## src/logic/asq_defines.svh

```systemverilog
// constants for the area-scan acquisition sequencer
`ifndef ASQ_DEFINES_SVH
`define ASQ_DEFINES_SVH
// ----------------------------------------
// timing
// ----------------------------------------
`define ASQ_CLK_PERIOD_NS 40
`define ASQ_NS_PER_US 1000
`define ASQ_CYC_PER_US (`ASQ_NS_PER_US / `ASQ_CLK_PERIOD_NS)
`define ASQ_RATE_WINDOW_NS 1000000000
`define ASQ_RATE_WINDOW_CYC (`ASQ_RATE_WINDOW_NS / `ASQ_CLK_PERIOD_NS)
// ----------------------------------------
// register byte offsets
// ----------------------------------------
`define ASQ_OFS_CTRL 8'h00
`define ASQ_OFS_MODE 8'h04
`define ASQ_OFS_SEQ_LEN 8'h08
`define ASQ_OFS_PHASE_LEN 8'h0C
`define ASQ_OFS_DELAY 8'h10
`define ASQ_OFS_SOFT 8'h14
`define ASQ_OFS_STATUS 8'h18
`define ASQ_OFS_DONE 8'h1C
`define ASQ_OFS_LEFT 8'h20
`define ASQ_OFS_RATE 8'h24
// ----------------------------------------
// fields and reset values
// ----------------------------------------
`define ASQ_CTRL_RUN 0
`define ASQ_SOFT_FIRE 0
`define ASQ_MODE_HRM 0
`define ASQ_MODE_START_LSB 4
`define ASQ_MODE_NEXT_LSB 8
`define ASQ_NEXT_MAX 3'h4
`define ASQ_SEQ_LEN_RST 24'h000001
`define ASQ_PHASE_LEN_RST 8'h01
`define ASQ_DELAY_RST 16'h0000
`define ASQ_UNBOUNDED 24'hFFFFFF
`define ASQ_MAX_PHASES 17'h0FFFE
`endif

```

## src/logic/asq_pkg.sv

```systemverilog
// types shared by the acquisition sequencer
package asq_pkg;
  typedef enum logic [1:0] {
    ASQ_ST_IMMEDIATE, ASQ_ST_HARD, ASQ_ST_SOFT, ASQ_ST_COMBINED
  } asq_start_e;
  typedef enum logic [2:0] {
    ASQ_NX_SAME, ASQ_NX_REPEAT, ASQ_NX_HARD, ASQ_NX_SOFT, ASQ_NX_COMBINED
  } asq_next_e;
  typedef enum logic [2:0] {
    ASQ_IDLE, ASQ_ARMED, ASQ_DELAY, ASQ_CAPTURE, ASQ_WAIT_NEXT
  } asq_state_e;
endpackage

```

## src/logic/asq_delay_timer.sv

```systemverilog
// microsecond delay between an accepted trigger and capture start
`timescale 1ns/100ps
module asq_delay_timer #(
  parameter int DELAY_W = 16,
  parameter int CYC_PER_US = 25
) (
  input wire logic sys_clk,
  input wire logic resetn,
  input wire logic start,
  input wire logic [DELAY_W-1:0] delay_us,
  output logic done
);
  localparam int PW = $clog2(CYC_PER_US + 1);
  logic running;
  logic [DELAY_W-1:0] us_left;
  logic [PW-1:0] pre;
  wire tick = pre == PW'(CYC_PER_US - 1);

  if (CYC_PER_US < 1) begin : g_bad
    $error("asq_delay_timer: CYC_PER_US must be at least 1");
  end

  always_ff @(posedge sys_clk) begin
    if (!resetn) begin
      running <= 1'b0;
      us_left <= '0;
      pre <= '0;
      done <= 1'b0;
    end else begin
      done <= running && us_left == '0;
      if (start) begin
        running <= 1'b1;
        us_left <= delay_us;
        pre <= '0;
      end else if (running) begin
        if (us_left == '0) begin
          running <= 1'b0;
        end else begin
          pre <= tick ? '0 : pre + 1'b1;
          if (tick) begin
            us_left <= us_left - 1'b1;
          end
        end
      end
    end
  end
endmodule

```

## src/logic/asq_rate_meter.sv

```systemverilog
// frames counted over a fixed window give the mean frame rate in frames/s
`timescale 1ns/100ps
module asq_rate_meter #(
  parameter int RATE_W = 24,
  parameter int WINDOW_CYC = 25000000
) (
  input wire logic sys_clk,
  input wire logic resetn,
  input wire logic clear,
  input wire logic enable,
  input wire logic frame,
  output logic [RATE_W-1:0] rate
);
  logic [31:0] win;
  logic [RATE_W-1:0] cnt;
  wire win_end = win == 32'(WINDOW_CYC - 1);

  if (WINDOW_CYC < 2 || RATE_W < 21) begin : g_bad
    $error("asq_rate_meter: window too short or rate too narrow");
  end

  always_ff @(posedge sys_clk) begin
    if (!resetn || clear) begin
      win <= '0;
      cnt <= '0;
      rate <= '0;
    end else if (enable) begin
      win <= win_end ? '0 : win + 1'b1;
      if (win_end) begin
        rate <= cnt + RATE_W'(frame);
        cnt <= '0;
      end else begin
        cnt <= cnt + RATE_W'(frame);
      end
    end
  end
endmodule

```

## src/logic/asq_sequencer.sv

```systemverilog
// area-scan acquisition sequencer with its APB register file
// How it works
// - single-frame mode: one sequence per activation
// - single-frame mode is the reset default
// - single-frame: one sequence, then channel idles
// - single-frame: one frame per phase
// - start trigger select, defaults to immediate
// - next trigger select, defaults to same
// - single-frame length 1..65534 or unbounded
// - activation arms; first later trigger starts
// - programmable microsecond delay after every trigger
// - first trigger starts capture, flags sequence start
// - later triggers start capture, no flag
// - each single-frame phase fills one surface
// - manual stop ends only at frame boundary
// - finite length stops after last frame
// - unbounded length runs until forced idle
// - report done, remaining and mean rate
// - high-rate: phases of several frames per surface
// - high-rate keeps up with 1275000 frames/s
// - high-rate length 1..phase*65534 or unbounded
// - high-rate: next trigger starts every later frame
// - high-rate: one sequence, then channel idles
//
// Local design decisions: the APB register port and the address map.
`timescale 1ns/100ps
`include "asq_defines.svh"
module asq_sequencer
  import asq_pkg::*;
#(
  parameter int SEQ_W = 24,
  parameter int PHASE_W = 8,
  parameter int DELAY_W = 16,
  parameter int RATE_W = 24,
  parameter int RATE_WINDOW_CYC = `ASQ_RATE_WINDOW_CYC
) (
  input wire logic sys_clk,
  input wire logic resetn,
  input wire logic [7:0] paddr,
  input wire logic psel,
  input wire logic penable,
  input wire logic pwrite,
  input wire logic [31:0] pwdata,
  output logic [31:0] prdata,
  output logic pready,
  output logic pslverr,
  input wire logic hard_trigger,
  input wire logic frame_done,
  output logic capture_start,
  output logic surface_done,
  output logic seq_start_event,
  output logic channel_active
);
  if (SEQ_W != 24 || PHASE_W != 8 || DELAY_W < 1 || DELAY_W > 32) begin : g_bad
    $error("asq_sequencer: unsupported width");
  end

  // ----------------------------------------
  // state
  // ----------------------------------------
  asq_state_e state;
  asq_start_e start_sel;
  asq_next_e next_sel;
  logic hrm_mode;
  logic [SEQ_W-1:0] seq_len;
  logic [PHASE_W-1:0] phase_len;
  logic [DELAY_W-1:0] delay_us;
  logic [SEQ_W-1:0] done_cnt;
  logic [PHASE_W-1:0] phase_cnt;
  logic stop_req;
  logic seq_started;
  logic comb_armed;
  logic hard_prev;
  logic delay_done;
  logic [RATE_W-1:0] rate_raw;
  asq_start_e kind;

  // ----------------------------------------
  // APB decode
  // ----------------------------------------
  wire acc = psel & penable;
  wire wr = acc & pwrite;
  wire hit_ctrl = paddr == `ASQ_OFS_CTRL;
  wire hit_mode = paddr == `ASQ_OFS_MODE;
  wire hit_seq = paddr == `ASQ_OFS_SEQ_LEN;
  wire hit_phase = paddr == `ASQ_OFS_PHASE_LEN;
  wire hit_delay = paddr == `ASQ_OFS_DELAY;
  wire hit_soft = paddr == `ASQ_OFS_SOFT;
  wire hit_stat = paddr == `ASQ_OFS_STATUS;
  wire hit_done = paddr == `ASQ_OFS_DONE;
  wire hit_left = paddr == `ASQ_OFS_LEFT;
  wire hit_rate = paddr == `ASQ_OFS_RATE;
  wire hit_cfg = hit_mode | hit_seq | hit_phase | hit_delay;
  wire mapped = hit_ctrl | hit_cfg | hit_soft | hit_stat | hit_done | hit_left | hit_rate;
  wire idle = state == ASQ_IDLE;
  wire [2:0] wr_next = pwdata[`ASQ_MODE_NEXT_LSB +: 3];
  wire [SEQ_W-1:0] wr_len = pwdata[SEQ_W-1:0];
  // longest finite sequence: 65534 phases of one or of frames_per_phase frames
  // both factors are widened first, a 17-bit product would wrap above 131071
  wire [24:0] max_len = hrm_mode ? 25'(phase_len) * 25'(`ASQ_MAX_PHASES)
                                 : 25'(`ASQ_MAX_PHASES);
  wire len_ok = (wr_len == `ASQ_UNBOUNDED) ||
                (wr_len != '0 && {1'b0, wr_len} <= max_len);
  // configuration is frozen while the channel runs so a sequence stays coherent
  wire bad_wr = (hit_cfg & ~idle) |
                (hit_mode & wr_next > `ASQ_NEXT_MAX) |
                (hit_seq & (~len_ok | |pwdata[31:SEQ_W])) |
                (hit_phase & (pwdata[PHASE_W-1:0] == '0 | |pwdata[31:PHASE_W]));
  wire wr_ok = wr & ~bad_wr;
  wire activate = wr_ok & hit_ctrl & pwdata[`ASQ_CTRL_RUN] & idle;
  wire halt_wr = wr_ok & hit_ctrl & ~pwdata[`ASQ_CTRL_RUN] & ~idle;
  wire soft_pulse = wr_ok & hit_soft & pwdata[`ASQ_SOFT_FIRE];

  assign pready = 1'b1;
  assign pslverr = acc & (~mapped | (pwrite & bad_wr));

  // ----------------------------------------
  // derived values
  // ----------------------------------------
  wire unbounded = seq_len == `ASQ_UNBOUNDED;
  wire [PHASE_W-1:0] eff_phase = hrm_mode ? phase_len : PHASE_W'(1);
  wire [SEQ_W-1:0] frames_left = unbounded ? '0 : seq_len - done_cnt;
  wire [RATE_W-1:0] mean_frame_rate = (seq_len > SEQ_W'(1)) ? rate_raw : '0;
  wire waiting = state == ASQ_ARMED || state == ASQ_WAIT_NEXT;
  wire hard_edge = hard_trigger & ~hard_prev;
  wire frame_in = state == ASQ_CAPTURE && frame_done;
  wire last_frame = !unbounded && done_cnt + 1'b1 == seq_len;
  wire phase_full = phase_cnt + 1'b1 == eff_phase;
  wire [SEQ_W-1:0] next_done = done_cnt + 1'b1;

  // the first frame obeys the start trigger, every later frame the next trigger
  always_comb begin
    kind = start_sel;
    if (seq_started) begin
      case (next_sel)
        ASQ_NX_SAME: kind = start_sel;
        ASQ_NX_REPEAT: kind = ASQ_ST_IMMEDIATE;
        ASQ_NX_HARD: kind = ASQ_ST_HARD;
        ASQ_NX_SOFT: kind = ASQ_ST_SOFT;
        ASQ_NX_COMBINED: kind = ASQ_ST_COMBINED;
        default: kind = start_sel;
      endcase
    end
  end

  // combined: a soft trigger arms, the next hard edge fires
  wire trig_hit = waiting && !stop_req &&
                  (kind == ASQ_ST_IMMEDIATE ||
                   (kind == ASQ_ST_HARD && hard_edge) ||
                   (kind == ASQ_ST_SOFT && soft_pulse) ||
                   (kind == ASQ_ST_COMBINED && hard_edge && comb_armed));

  assign channel_active = !idle;

  // ----------------------------------------
  // configuration registers
  // ----------------------------------------
  always_ff @(posedge sys_clk) begin
    if (!resetn) begin
      hrm_mode <= 1'b0;
      start_sel <= ASQ_ST_IMMEDIATE;
      next_sel <= ASQ_NX_SAME;
      seq_len <= `ASQ_SEQ_LEN_RST;
      phase_len <= `ASQ_PHASE_LEN_RST;
      delay_us <= `ASQ_DELAY_RST;
    end else if (wr_ok) begin
      if (hit_mode) begin
        hrm_mode <= pwdata[`ASQ_MODE_HRM];
        start_sel <= asq_start_e'(pwdata[`ASQ_MODE_START_LSB +: 2]);
        next_sel <= asq_next_e'(wr_next);
      end
      if (hit_seq) begin
        seq_len <= wr_len;
      end
      if (hit_phase) begin
        phase_len <= pwdata[PHASE_W-1:0];
      end
      if (hit_delay) begin
        delay_us <= pwdata[DELAY_W-1:0];
      end
    end
  end

  // ----------------------------------------
  // read data, captured in the setup cycle
  // ----------------------------------------
  wire [31:0] status = {24'h000000, 1'b0, 3'(state), 1'b0, comb_armed, seq_started,
                        stop_req};
  wire [31:0] rd_mux =
    hit_ctrl ? {31'h00000000, !idle} :
    hit_mode ? {20'h00000, 1'b0, 3'(next_sel), 2'h0, 2'(start_sel), 3'h0, hrm_mode} :
    hit_seq ? 32'(seq_len) :
    hit_phase ? 32'(phase_len) :
    hit_delay ? 32'(delay_us) :
    hit_stat ? status :
    hit_done ? 32'(done_cnt) :
    hit_left ? 32'(frames_left) :
    hit_rate ? 32'(mean_frame_rate) : 32'h00000000;

  always_ff @(posedge sys_clk) begin
    if (!resetn) begin
      prdata <= 32'h00000000;
    end else if (psel && !penable && !pwrite) begin
      prdata <= rd_mux;
    end
  end

  // ----------------------------------------
  // sequence control
  // ----------------------------------------
  always_ff @(posedge sys_clk) begin
    if (!resetn) begin
      state <= ASQ_IDLE;
      done_cnt <= '0;
      phase_cnt <= '0;
      stop_req <= 1'b0;
      seq_started <= 1'b0;
      comb_armed <= 1'b0;
      hard_prev <= 1'b0;
      capture_start <= 1'b0;
      surface_done <= 1'b0;
      seq_start_event <= 1'b0;
    end else begin
      hard_prev <= hard_trigger;
      capture_start <= 1'b0;
      surface_done <= 1'b0;
      seq_start_event <= 1'b0;
      // an arming soft trigger in the same cycle as a firing one re-arms
      if (waiting && soft_pulse) begin
        comb_armed <= 1'b1;
      end else if (trig_hit || idle) begin
        comb_armed <= 1'b0;
      end
      if (halt_wr) begin
        stop_req <= 1'b1;
      end
      case (state)
        ASQ_IDLE: begin
          stop_req <= 1'b0;
          if (activate) begin
            state <= ASQ_ARMED;
            done_cnt <= '0;
            phase_cnt <= '0;
            seq_started <= 1'b0;
          end
        end
        ASQ_ARMED, ASQ_WAIT_NEXT: begin
          if (stop_req) begin
            state <= ASQ_IDLE;
          end else if (trig_hit) begin
            state <= ASQ_DELAY;
          end
        end
        ASQ_DELAY: begin
          if (stop_req) begin
            state <= ASQ_IDLE;
          end else if (delay_done) begin
            state <= ASQ_CAPTURE;
            capture_start <= 1'b1;
            seq_started <= 1'b1;
            seq_start_event <= !seq_started;
          end
        end
        ASQ_CAPTURE: begin
          // a stop request waits here for the frame to complete
          if (frame_done) begin
            done_cnt <= next_done;
            phase_cnt <= (phase_full || last_frame) ? '0 : phase_cnt + 1'b1;
            surface_done <= phase_full || last_frame || stop_req;
            // one sequence per activation: the last frame or a stop request drops the channel back to idle
            state <= (last_frame || stop_req) ? ASQ_IDLE : ASQ_WAIT_NEXT;
          end
        end
        default: state <= ASQ_IDLE;
      endcase
    end
  end

  // ----------------------------------------
  // helpers
  // ----------------------------------------
  asq_delay_timer #(
    .DELAY_W(DELAY_W),
    .CYC_PER_US(`ASQ_CYC_PER_US)
  ) u_delay (
    .sys_clk(sys_clk),
    .resetn(resetn),
    .start(trig_hit),
    .delay_us(delay_us),
    .done(delay_done)
  );

  // at 25 MHz a 1275000 frames/s camera leaves about 19 cycles per frame
  asq_rate_meter #(
    .RATE_W(RATE_W),
    .WINDOW_CYC(RATE_WINDOW_CYC)
  ) u_rate (
    .sys_clk(sys_clk),
    .resetn(resetn),
    .clear(activate),
    .enable(!idle),
    .frame(frame_in),
    .rate(rate_raw)
  );
endmodule

```

## config.mk

```make
export PLATFORM = sky130hd
export DESIGN_NAME = asq_sequencer
export DESIGN_NICKNAME = d
export VERILOG_FILES = /design/src/logic/asq_pkg.sv /design/src/logic/asq_delay_timer.sv /design/src/logic/asq_rate_meter.sv /design/src/logic/asq_sequencer.sv
export VERILOG_INCLUDE_DIRS = /design/src /design/src/logic
export SDC_FILE = /design/constraint.sdc
export NUM_CORES = 1
export LEC_CHECK = 0
export BUFFER_PORTS_ARGS = -buffer_cell sky130_fd_sc_hd__buf_2
export CORE_MARGIN = 2
export CORE_UTILIZATION = 45
export CTS_BUF_LIST = sky130_fd_sc_hd__clkbuf_4
export DETAILED_ROUTE_END_ITERATION = 8
export PLACE_DENSITY = 0.58
export SKIP_CTS_REPAIR_TIMING = 1
export SLEW_MARGIN = 20
export SYNTH_ARGS = -nofsm -noshare
export SYNTH_HDL_FRONTEND = slang
export SYNTH_HIERARCHICAL = 1
export SYNTH_SLANG_ARGS = --single-unit
```

## constraint.sdc

```tcl
create_clock -name sys_clk -period 10.7 [get_ports sys_clk]
set_clock_uncertainty 0.1 [all_clocks]
set_input_delay 2.14 -clock sys_clk [delete_from_list [all_inputs] [get_ports sys_clk]]
set_output_delay 2.14 -clock sys_clk [all_outputs]
set_load 0.02 [all_outputs]
```

==> summary.md, run 1 <==
| Metric | Value |
|---|---|
| Shortest period the worst path allows | `around 9500 ps` |
| Routed Antenna Nets | `0` |
| Gate power share | `0.061` |
| Total CTS buffers | `69` |
| DR WL/cell | `about 21 microns` |
| Layout Nets | `roughly 2200` |
| GR Util met3 | `0.0673` |
| CP Cell Sequence | `fa_1 -> inv_1 -> fa_1 -> fa_1 -> fa_1 -> inv_1 -> ha_1 -> o21ai_0 -> o21ai_0 -> a31oi_1 -> o211ai_1 -> a41oi_1 -> xnor2_1 -> nand2_1 -> ha_1 -> nand4_1 -> nor4bb_1 -> o31ai_1 -> o2111ai_1 -> nand2_1 -> a31o_2 -> a41oi_1 -> buf_2` |
| Internal power | `between 1 and 1.5 mW` |
| Commonest non-fill, non-tap cell in the layout | `dfxtp_1` |
| Relative slew margins | `0.231` |
| Initial Utilization | `0.453` |
| Die area | `0.0371 sq mm` |
| Synth async-reset ratio | `0` |
| I/O pin cnt | `85` |
| Yosys warns | `6` |
| PwrDens | `approximately 110 mW/mm^2` |
| Hold crit path type | `flop to flop` |
| Setup Crit Path Kind | `flop to output port` |
| Fmax | `roughly 0.10 GHz` |
| Root buffer cell | `clkbuf_4` |
| Routed via count | `approximately 15000` |
| Final wirelength | `roughly 53000 microns` |
| GR Util met1 | `0.400` |
| Fin Setup TNS | `0 ps` |
| Layout area overhead | `9.55%` |
| Skew-Pair Late Insertion Delay | `between 700 and 800 ps` |
| Via-per-instance ratio | `roughly 6.0` |
| CP Launch Point | `phase_len[6]$_SDFFE_PN0P_` |
| Post-Syn Area per Cell | `8.04 sq um` |
| Slowest CP cell | `fa_1` |
| Critical path startpoint category | `flop` |
| CP Data Arrival Time | `between 7000 and 8000 ps` |
| Syn Inst Count | `about 2000` |
| Seq. cell area | `around 0.0045 sq mm` |
| RSZ-0062 raised after global routing | `false` |
| Core area | `0.0353 sq mm` |
| Final period utilization | `0.892` |
| CP max stage delay | `550 ps` |
| Ys flop type | `dfxtp_1` |
| Fraction of layout cells with a size suffix above 1 | `0.124` |
| Total DRC errors in the routed layout | `0` |
| Rows | `just under 70` |
| Status | `complete, no violations` |
| H-tree Lvls | `3` |
| Clock transition at path regs | `about 50 ps` |
| VDD IR max | `73.9 uV` |
| Sw Pwr | `a little under 0.5 mW` |
| Ranking of synthesized cells by area | `dfxtp_1 (28%), ha_1 (7.6%), a21oi_1 (4.4%), nand2_1 (4.2%), xnor2_1 (4.1%)` |
| P_leak | `between 6 and 7 nW` |
| Max-Cap Viols | `0` |
| DR iter-0 viols | `between 1000 and 1500` |
| Largest net degree at the start of global routing | `58` |
| Endpoints failing setup | `0` |
| Max Slew Vio Count | `0` |
| Reg2reg start | `phase_len[6]$_SDFFE_PN0P_` |
| Die height | `193 microns` |
| Fillcell total | `between 3000 and 4000` |
| GR peak layer | `met2` |
| CP endpoint kind | `output port` |
| Die Width | `about 190 microns` |
| Sw Share | `0.259` |
| Clk pwr share | `0.498` |
| Most frequent cells in the layout | `dfxtp_1 (223), nand2_1 (180), nor2_1 (174), a21oi_1 (140), inv_1 (111)` |
| Sequential share of power | `0.441` |
| DP HPWL | `slightly below 40000 microns` |
| CTS tree | `done` |
| Overall routing resource usage | `0.292` |
| Utilization after layout | `0.496` |
| Delay-heaviest family, CP | `adder cells` |
| Number of global-route vias before repair | `14563` |
| First-pass GRT wire length | `~83000 microns` |
| Actual slew at the worst max-slew pin | `between 1000 and 1500 ps` |
| Met2 Track Usage GR | `0.426` |
| Share of the synthesized area in the top cell type | `0.279` |
| Worst EP required | `approximately 8500 ps` |
| Sequential-to-total area share from yosys stat | `0.279` |
| Synth Cell Area | `0.0160 sq mm` |
| Detailed-router iteration count before antenna repair | `5` |
| Footprint of the multi-input gates | `between 0.01 and 0.015 sq mm` |
| Max FO, Critical Path | `8` |
| Top cell by count, worst path | `fa_1` |
| Buffers on Ports | `75` |
| Synth Register Bits | `approximately 220` |
| Netlist cell types | `96` |
| Antenna violations before repair | `2` |
| Routability cong. | `roughly 0.96` |
| GRT overflow | `0` |
| CP Buf/Inv Count | `3` |
| Clock buffer depth | `3` |
| EDFF count, synth | `0` |
| Hold_sp | `prdata[22]$_SDFFE_PN0P_` |
| Clk sink count | `223` |
| Final Hold Fails | `0` |
| Post-synth top area cell | `dfxtp_1` |
-- Yosys cell counts (17+ instances only) --
cell type	instances
dfxtp_1	223
nand2_1	180
nor2_1	174
a21oi_1	140
inv_1	112
ha_1	97
o21ai_0	95
nand3_1	89
xnor2_1	75
clkbuf_1	67
nand4_1	63
xor2_1	59
mux2i_1	47
nor3_1	45
a31oi_1	38
nor4_1	33
and3_1	29
fa_1	27
and2_1	22
a21o_1	20
a211oi_2	19
nand2b_1	17
-- final cells by class --
cell class | count | share of cell area
Tap cell | 461 | 0.0329
Timing Repair Buffer | 89 | 0.0274
Multi-Input combinational cell | 1551 | 0.605
Inverter | 115 | 0.0246
Clock buffer | 105 | 0.0450
Sequential cell | 223 | 0.255
Antenna cell | 2 | 0.000286
Clock inverter | 17 | 0.00999
-- flip-flops by register name, indices dropped and copies added (netlist names), 2 cells and up --
name / cells
state: 3
u_delay/us_left: 16
next_sel: 3
start_sel: 2
seq_len: 24
phase_len: 8
prdata: 24
u_rate/rate: 24
phase_cnt: 8
u_delay/pre: 5
u_rate/cnt: 24
u_rate/win: 32
delay_us: 16
done_cnt: 24
-- power by group through the flow --
stage	clock (mW)	combinational (mW)	sequential, mW
global route	1.02	0.124	0.838
floorplan	0	0.0727	0.856
detailed placement	0	0.113	0.856
CTS	0.969	0.113	0.838
global placement	0	0.111	0.856
finish	0.947	0.115	0.838
-- worst register-to-register path: cells and delay by family (launching register included) --
kind	cells	cell delay, ps
adders and majority gates	6	2740
AOI/OAI and AO/OA	11	2360
and+or+nand+nor	7	1650
buffers and inverters	3	660
DFF	1	540
xor gates and xnor gates	1	180
-- metal layers --
metal / part of all wire / vias up / routed length, microns
met4: 0.048 / 0 / 2580
met2: 0.42 / 619 / 22400
met5: 0 / - / 0
met3: 0.087 / 125 / 4670
met1: 0.44 / 7352 / 23700
li1: - / 7366 / -
-- path summary, 6_finish.rpt --
kind                                      to  slack (ps)  depth (start not counted)
hold / removal       prdata[22]$_SDFFE_PN0P_         360                          2
hold reg to reg      prdata[22]$_SDFFE_PN0P_         360                          2
setup reg to reg  u_rate/cnt[3]$_SDFFE_PP0P_        2330                         28
setup / recovery                     pslverr        1160                         23
-- cells by family after synthesis --
family,after synthesis,share of synthesized area
AOI/OAI and AO/OA,468,0.194
xor gates and xnor gates,134,0.0734
adders and majority gates,124,0.110
buffers and inverters,223,0.0612
DFF,223,0.279
muxes,50,0.0315
other,2,0.000469
and+or+nand+nor,766,0.251
-- stage by stage --
stage / instance area (sq um) / setup WS (ps) / instances / total power, mW / hold slack [ps]
2_1_floorplan: 16000 / 2460 / 1997 / 0.929 / 345
3_3_place_gp: 16500 / 2020 / 2439 / 0.968 / 338
3_5_place_dp: 16500 / 1930 / 2439 / 0.969 / 348
4_1_cts: 17500 / 1120 / 2561 / 1.92 / 362
5_1_grt: 17500 / 575 / 2563 / 1.98 / 379
6_report: 17500 / 1160 / 2563 / 1.90 / 357
Note: power is estimated with default switching activity, not from simulation.
==> run 2: changes to the inputs <==
--- a/config.mk
+++ b/config.mk
@@ -8,10 +8,10 @@
 export LEC_CHECK = 0
 export BUFFER_PORTS_ARGS = -buffer_cell sky130_fd_sc_hd__buf_2
 export CORE_MARGIN = 2
-export CORE_UTILIZATION = 45
+export CORE_UTILIZATION = 60
 export CTS_BUF_LIST = sky130_fd_sc_hd__clkbuf_4
 export DETAILED_ROUTE_END_ITERATION = 8
-export PLACE_DENSITY = 0.58
+export PLACE_DENSITY = 0.74
 export SKIP_CTS_REPAIR_TIMING = 1
 export SLEW_MARGIN = 20
 export SYNTH_ARGS = -nofsm -noshare
==> run 2 against run 1 <==
Net effect: critical path depth unchanged; sequential share of layout area up 0.62 points; non-clock buffer count is 1 lower; the flow now finishes with violations (design-rule violations); die area decreased by 25%; combinational power about the same; clock-buffer cell count down 18; worst setup slack got worse by 87 ps; power shrank 12%; flip-flop and latch count did not move; final area decreased by 2.4%.
==> summary.md, run 2 (synthesis gave the netlist of run 1 again) <==
| Metric | Value |
|---|---|
| Status | `finished with violations` |
| Failing checks | `design-rule violations` |
| Skew-Pair Late Insertion Delay | `slightly above 700 ps` |
| Fin Setup TNS | `0 ps` |
| Fraction of layout cells with a size suffix above 1 | `0.115` |
| Layout area overhead | `6.96%` |
| Commonest non-fill, non-tap cell in the layout | `dfxtp_1` |
| Clk pwr share | `0.433` |
| Final Hold Fails | `0` |
| DR WL/cell | `20.7 microns` |
| VDD IR max | `72.2 uV` |
| Final wirelength | `50000 microns` |
| Number of global-route vias before repair | `between 10000 and 15000` |
| Die height | `~170 microns` |
| DP HPWL | `about 37000 microns` |
| Routed Antenna Nets | `0` |
| Clk sink count | `around 220` |
| Die Width | `approximately 170 microns` |
| Max Slew Vio Count | `0` |
| Initial Utilization | `0.612` |
| Max reg flops | `32` |
| Fin area | `between 0.015 and 0.02 sq mm` |
| Area of placed instances | `roughly 0.016 sq mm` |
| Sequential share of power | `0.499` |
| Setup Crit Path Kind | `flop to output port` |
| CP Data Arrival Time | `about 7400 ps` |
| Detailed-router iteration count before antenna repair | `9` |
| Routed via count | `15651` |
| Root buffer cell | `clkbuf_4` |
| Internal power | `about 1.2 mW` |
| Antenna violations before repair | `2` |
| First-pass GRT wire length | `roughly 80000 microns` |
| Fillcell total | `2357` |
| Buffers on Ports | `between 70 and 80` |
| PwrDens | `98.1 mW/mm^2` |
| Core area | `roughly 0.026 sq mm` |
| Total CTS buffers | `59` |
| Max FO, Critical Path | `9` |
| DR iter-0 viols | `roughly 1900` |
| Rows | `59` |
| GRT overflow | `0` |
| WL met3 | `5170 microns` |
| CTS tree | `done` |
| Max Used Layer | `met4` |
| Endpoints failing setup | `0` |
| Layout Nets | `around 2200` |
| Critical path startpoint category | `flop` |
| Largest net degree at the start of global routing | `84` |
| Via-per-instance ratio | `roughly 6.5` |
| Total DRC errors in the routed layout | `3` |
| Met2 WL | `about 21000 microns` |
| Clock transition at path regs | `roughly 60 ps` |
| Sw Pwr | `roughly 0.45 mW` |
| Routability cong. | `0.961` |
| Relative slew margins | `0.262` |
| Hold crit path type | `flop to flop` |
| Gate power share | `0.067` |
| CP endpoint kind | `output port` |
| H-tree Lvls | `2` |
| Biggest register | `u_rate/win` |
| M1 WL | `between 20000 and 25000 microns` |
| Worst EP required | `approximately 8500 ps` |
| I/O pin cnt | `between 80 and 90` |
| Clock buffer depth | `3` |
| Max-Cap Viols | `0` |
| Sw Share | `0.266` |
| Overall routing resource usage | `0.356` |
| RSZ-0062 raised after global routing | `false` |
| Die area | `~0.028 sq mm` |
| Actual slew at the worst max-slew pin | `1090 ps` |
| Shortest period the worst path allows | `approximately 9600 ps` |
| Most frequent cells in the layout | `dfxtp_1 (223), nand2_1 (180), nor2_1 (174), a21oi_1 (140), inv_1 (111)` |
| Final period utilization | `0.900` |
| Fmax | `slightly above 0.1 GHz` |
| P_leak | `6.79 nW` |
==> run 2: cell count changes in the layout (fill, tap and decap cells not counted) <==
cell	delta
clkinv_4	+1
inv_6	-1
bufinv_16	-4
clkinvlp_4	+1
nor4b_1	-1
nor4b_2	+1
clkinv_2	-1
buf_4	-1
clkbuf_4	-18
nor4_1	+1
o21ai_2	-1
o21ai_4	+1
clkinv_1	-1
nor4_2	-1
==> run 2: power groups by stage <==
stage | sequential [mW] | combinational [mW] | clock (mW)
2_1_floorplan | 0.856 | 0.0727 | 0
3_5_place_dp | 0.856 | 0.109 | 0
6_report | 0.838 | 0.113 | 0.727
3_3_place_gp | 0.856 | 0.107 | 0
5_1_grt | 0.838 | 0.120 | 0.781
4_1_cts | 0.838 | 0.110 | 0.737
==> run 2: critical path, cell delays in order, from the launching register on <==
cell and delay [ps]:
dfxtp_1 420, fa_1 680, inv_1 170, fa_1 550
fa_1 530, fa_1 550, inv_1 40, ha_1 340
o21ai_0 130, o21ai_0 370, a31oi_1 190, o211ai_1 250
a41oi_1 170, xnor2_1 210, nand2_1 90, ha_1 330
nand4_1 140, nor4bb_1 410, o31ai_1 140, o2111ai_1 210
nand2_1 100, a31o_2 250, a41oi_1 200, buf_2 190
==> run 2: stage by stage <==
stage	utilization	total power [mW]	worst slack, ps	hold slack [ps]	instances
floorplan	-	0.929	2460	345	1997
finish	0.655	1.68	1070	378	2413
global placement	0.627	0.964	2080	340	2312
global route	0.655	1.74	534	399	2413
CTS	0.654	1.68	1050	378	2411
detailed placement	0.627	0.966	1890	356	2312
==> run 2: path summary, 6_finish.rpt <==
check	depth (start not counted)	start	endpoint	slack [ps]
worst min-delay path	2	prdata[1]$_SDFFE_PN0P_	prdata[1]$_SDFFE_PN0P_	380
worst max register to register	26	phase_len[5]$_SDFFE_PN0P_	u_rate/rate[3]$_SDFFE_PP0P_	2130
worst min register to register	2	prdata[1]$_SDFFE_PN0P_	prdata[1]$_SDFFE_PN0P_	380
worst max-delay path	23	phase_len[5]$_SDFFE_PN0P_	pslverr	1070
==> run 2: per-layer routing <==
metal | vias up | global-route usage
li1 | 7331 | -
met1 | 7319 | 0.485
met2 | 839 | 0.540
met3 | 162 | 0.0733
met4 | 0 | 0.170
met5 | - | 0
==> run 2: final cells by class <==
| cell class | instances | area, sq um | area share |
|---|---|---|---|
| Antenna cell | 2 | 5.00 | 0.000292 |
| Clock buffer | 87 | 653 | 0.0382 |
| Clock inverter | 12 | 53.8 | 0.00314 |
| Inverter | 115 | 432 | 0.0252 |
| Multi-Input combinational cell | 1551 | 10600 | 0.620 |
| Sequential cell | 223 | 4460 | 0.261 |
| Tap cell | 335 | 419 | 0.0245 |
| Timing Repair Buffer | 88 | 473 | 0.0276 |
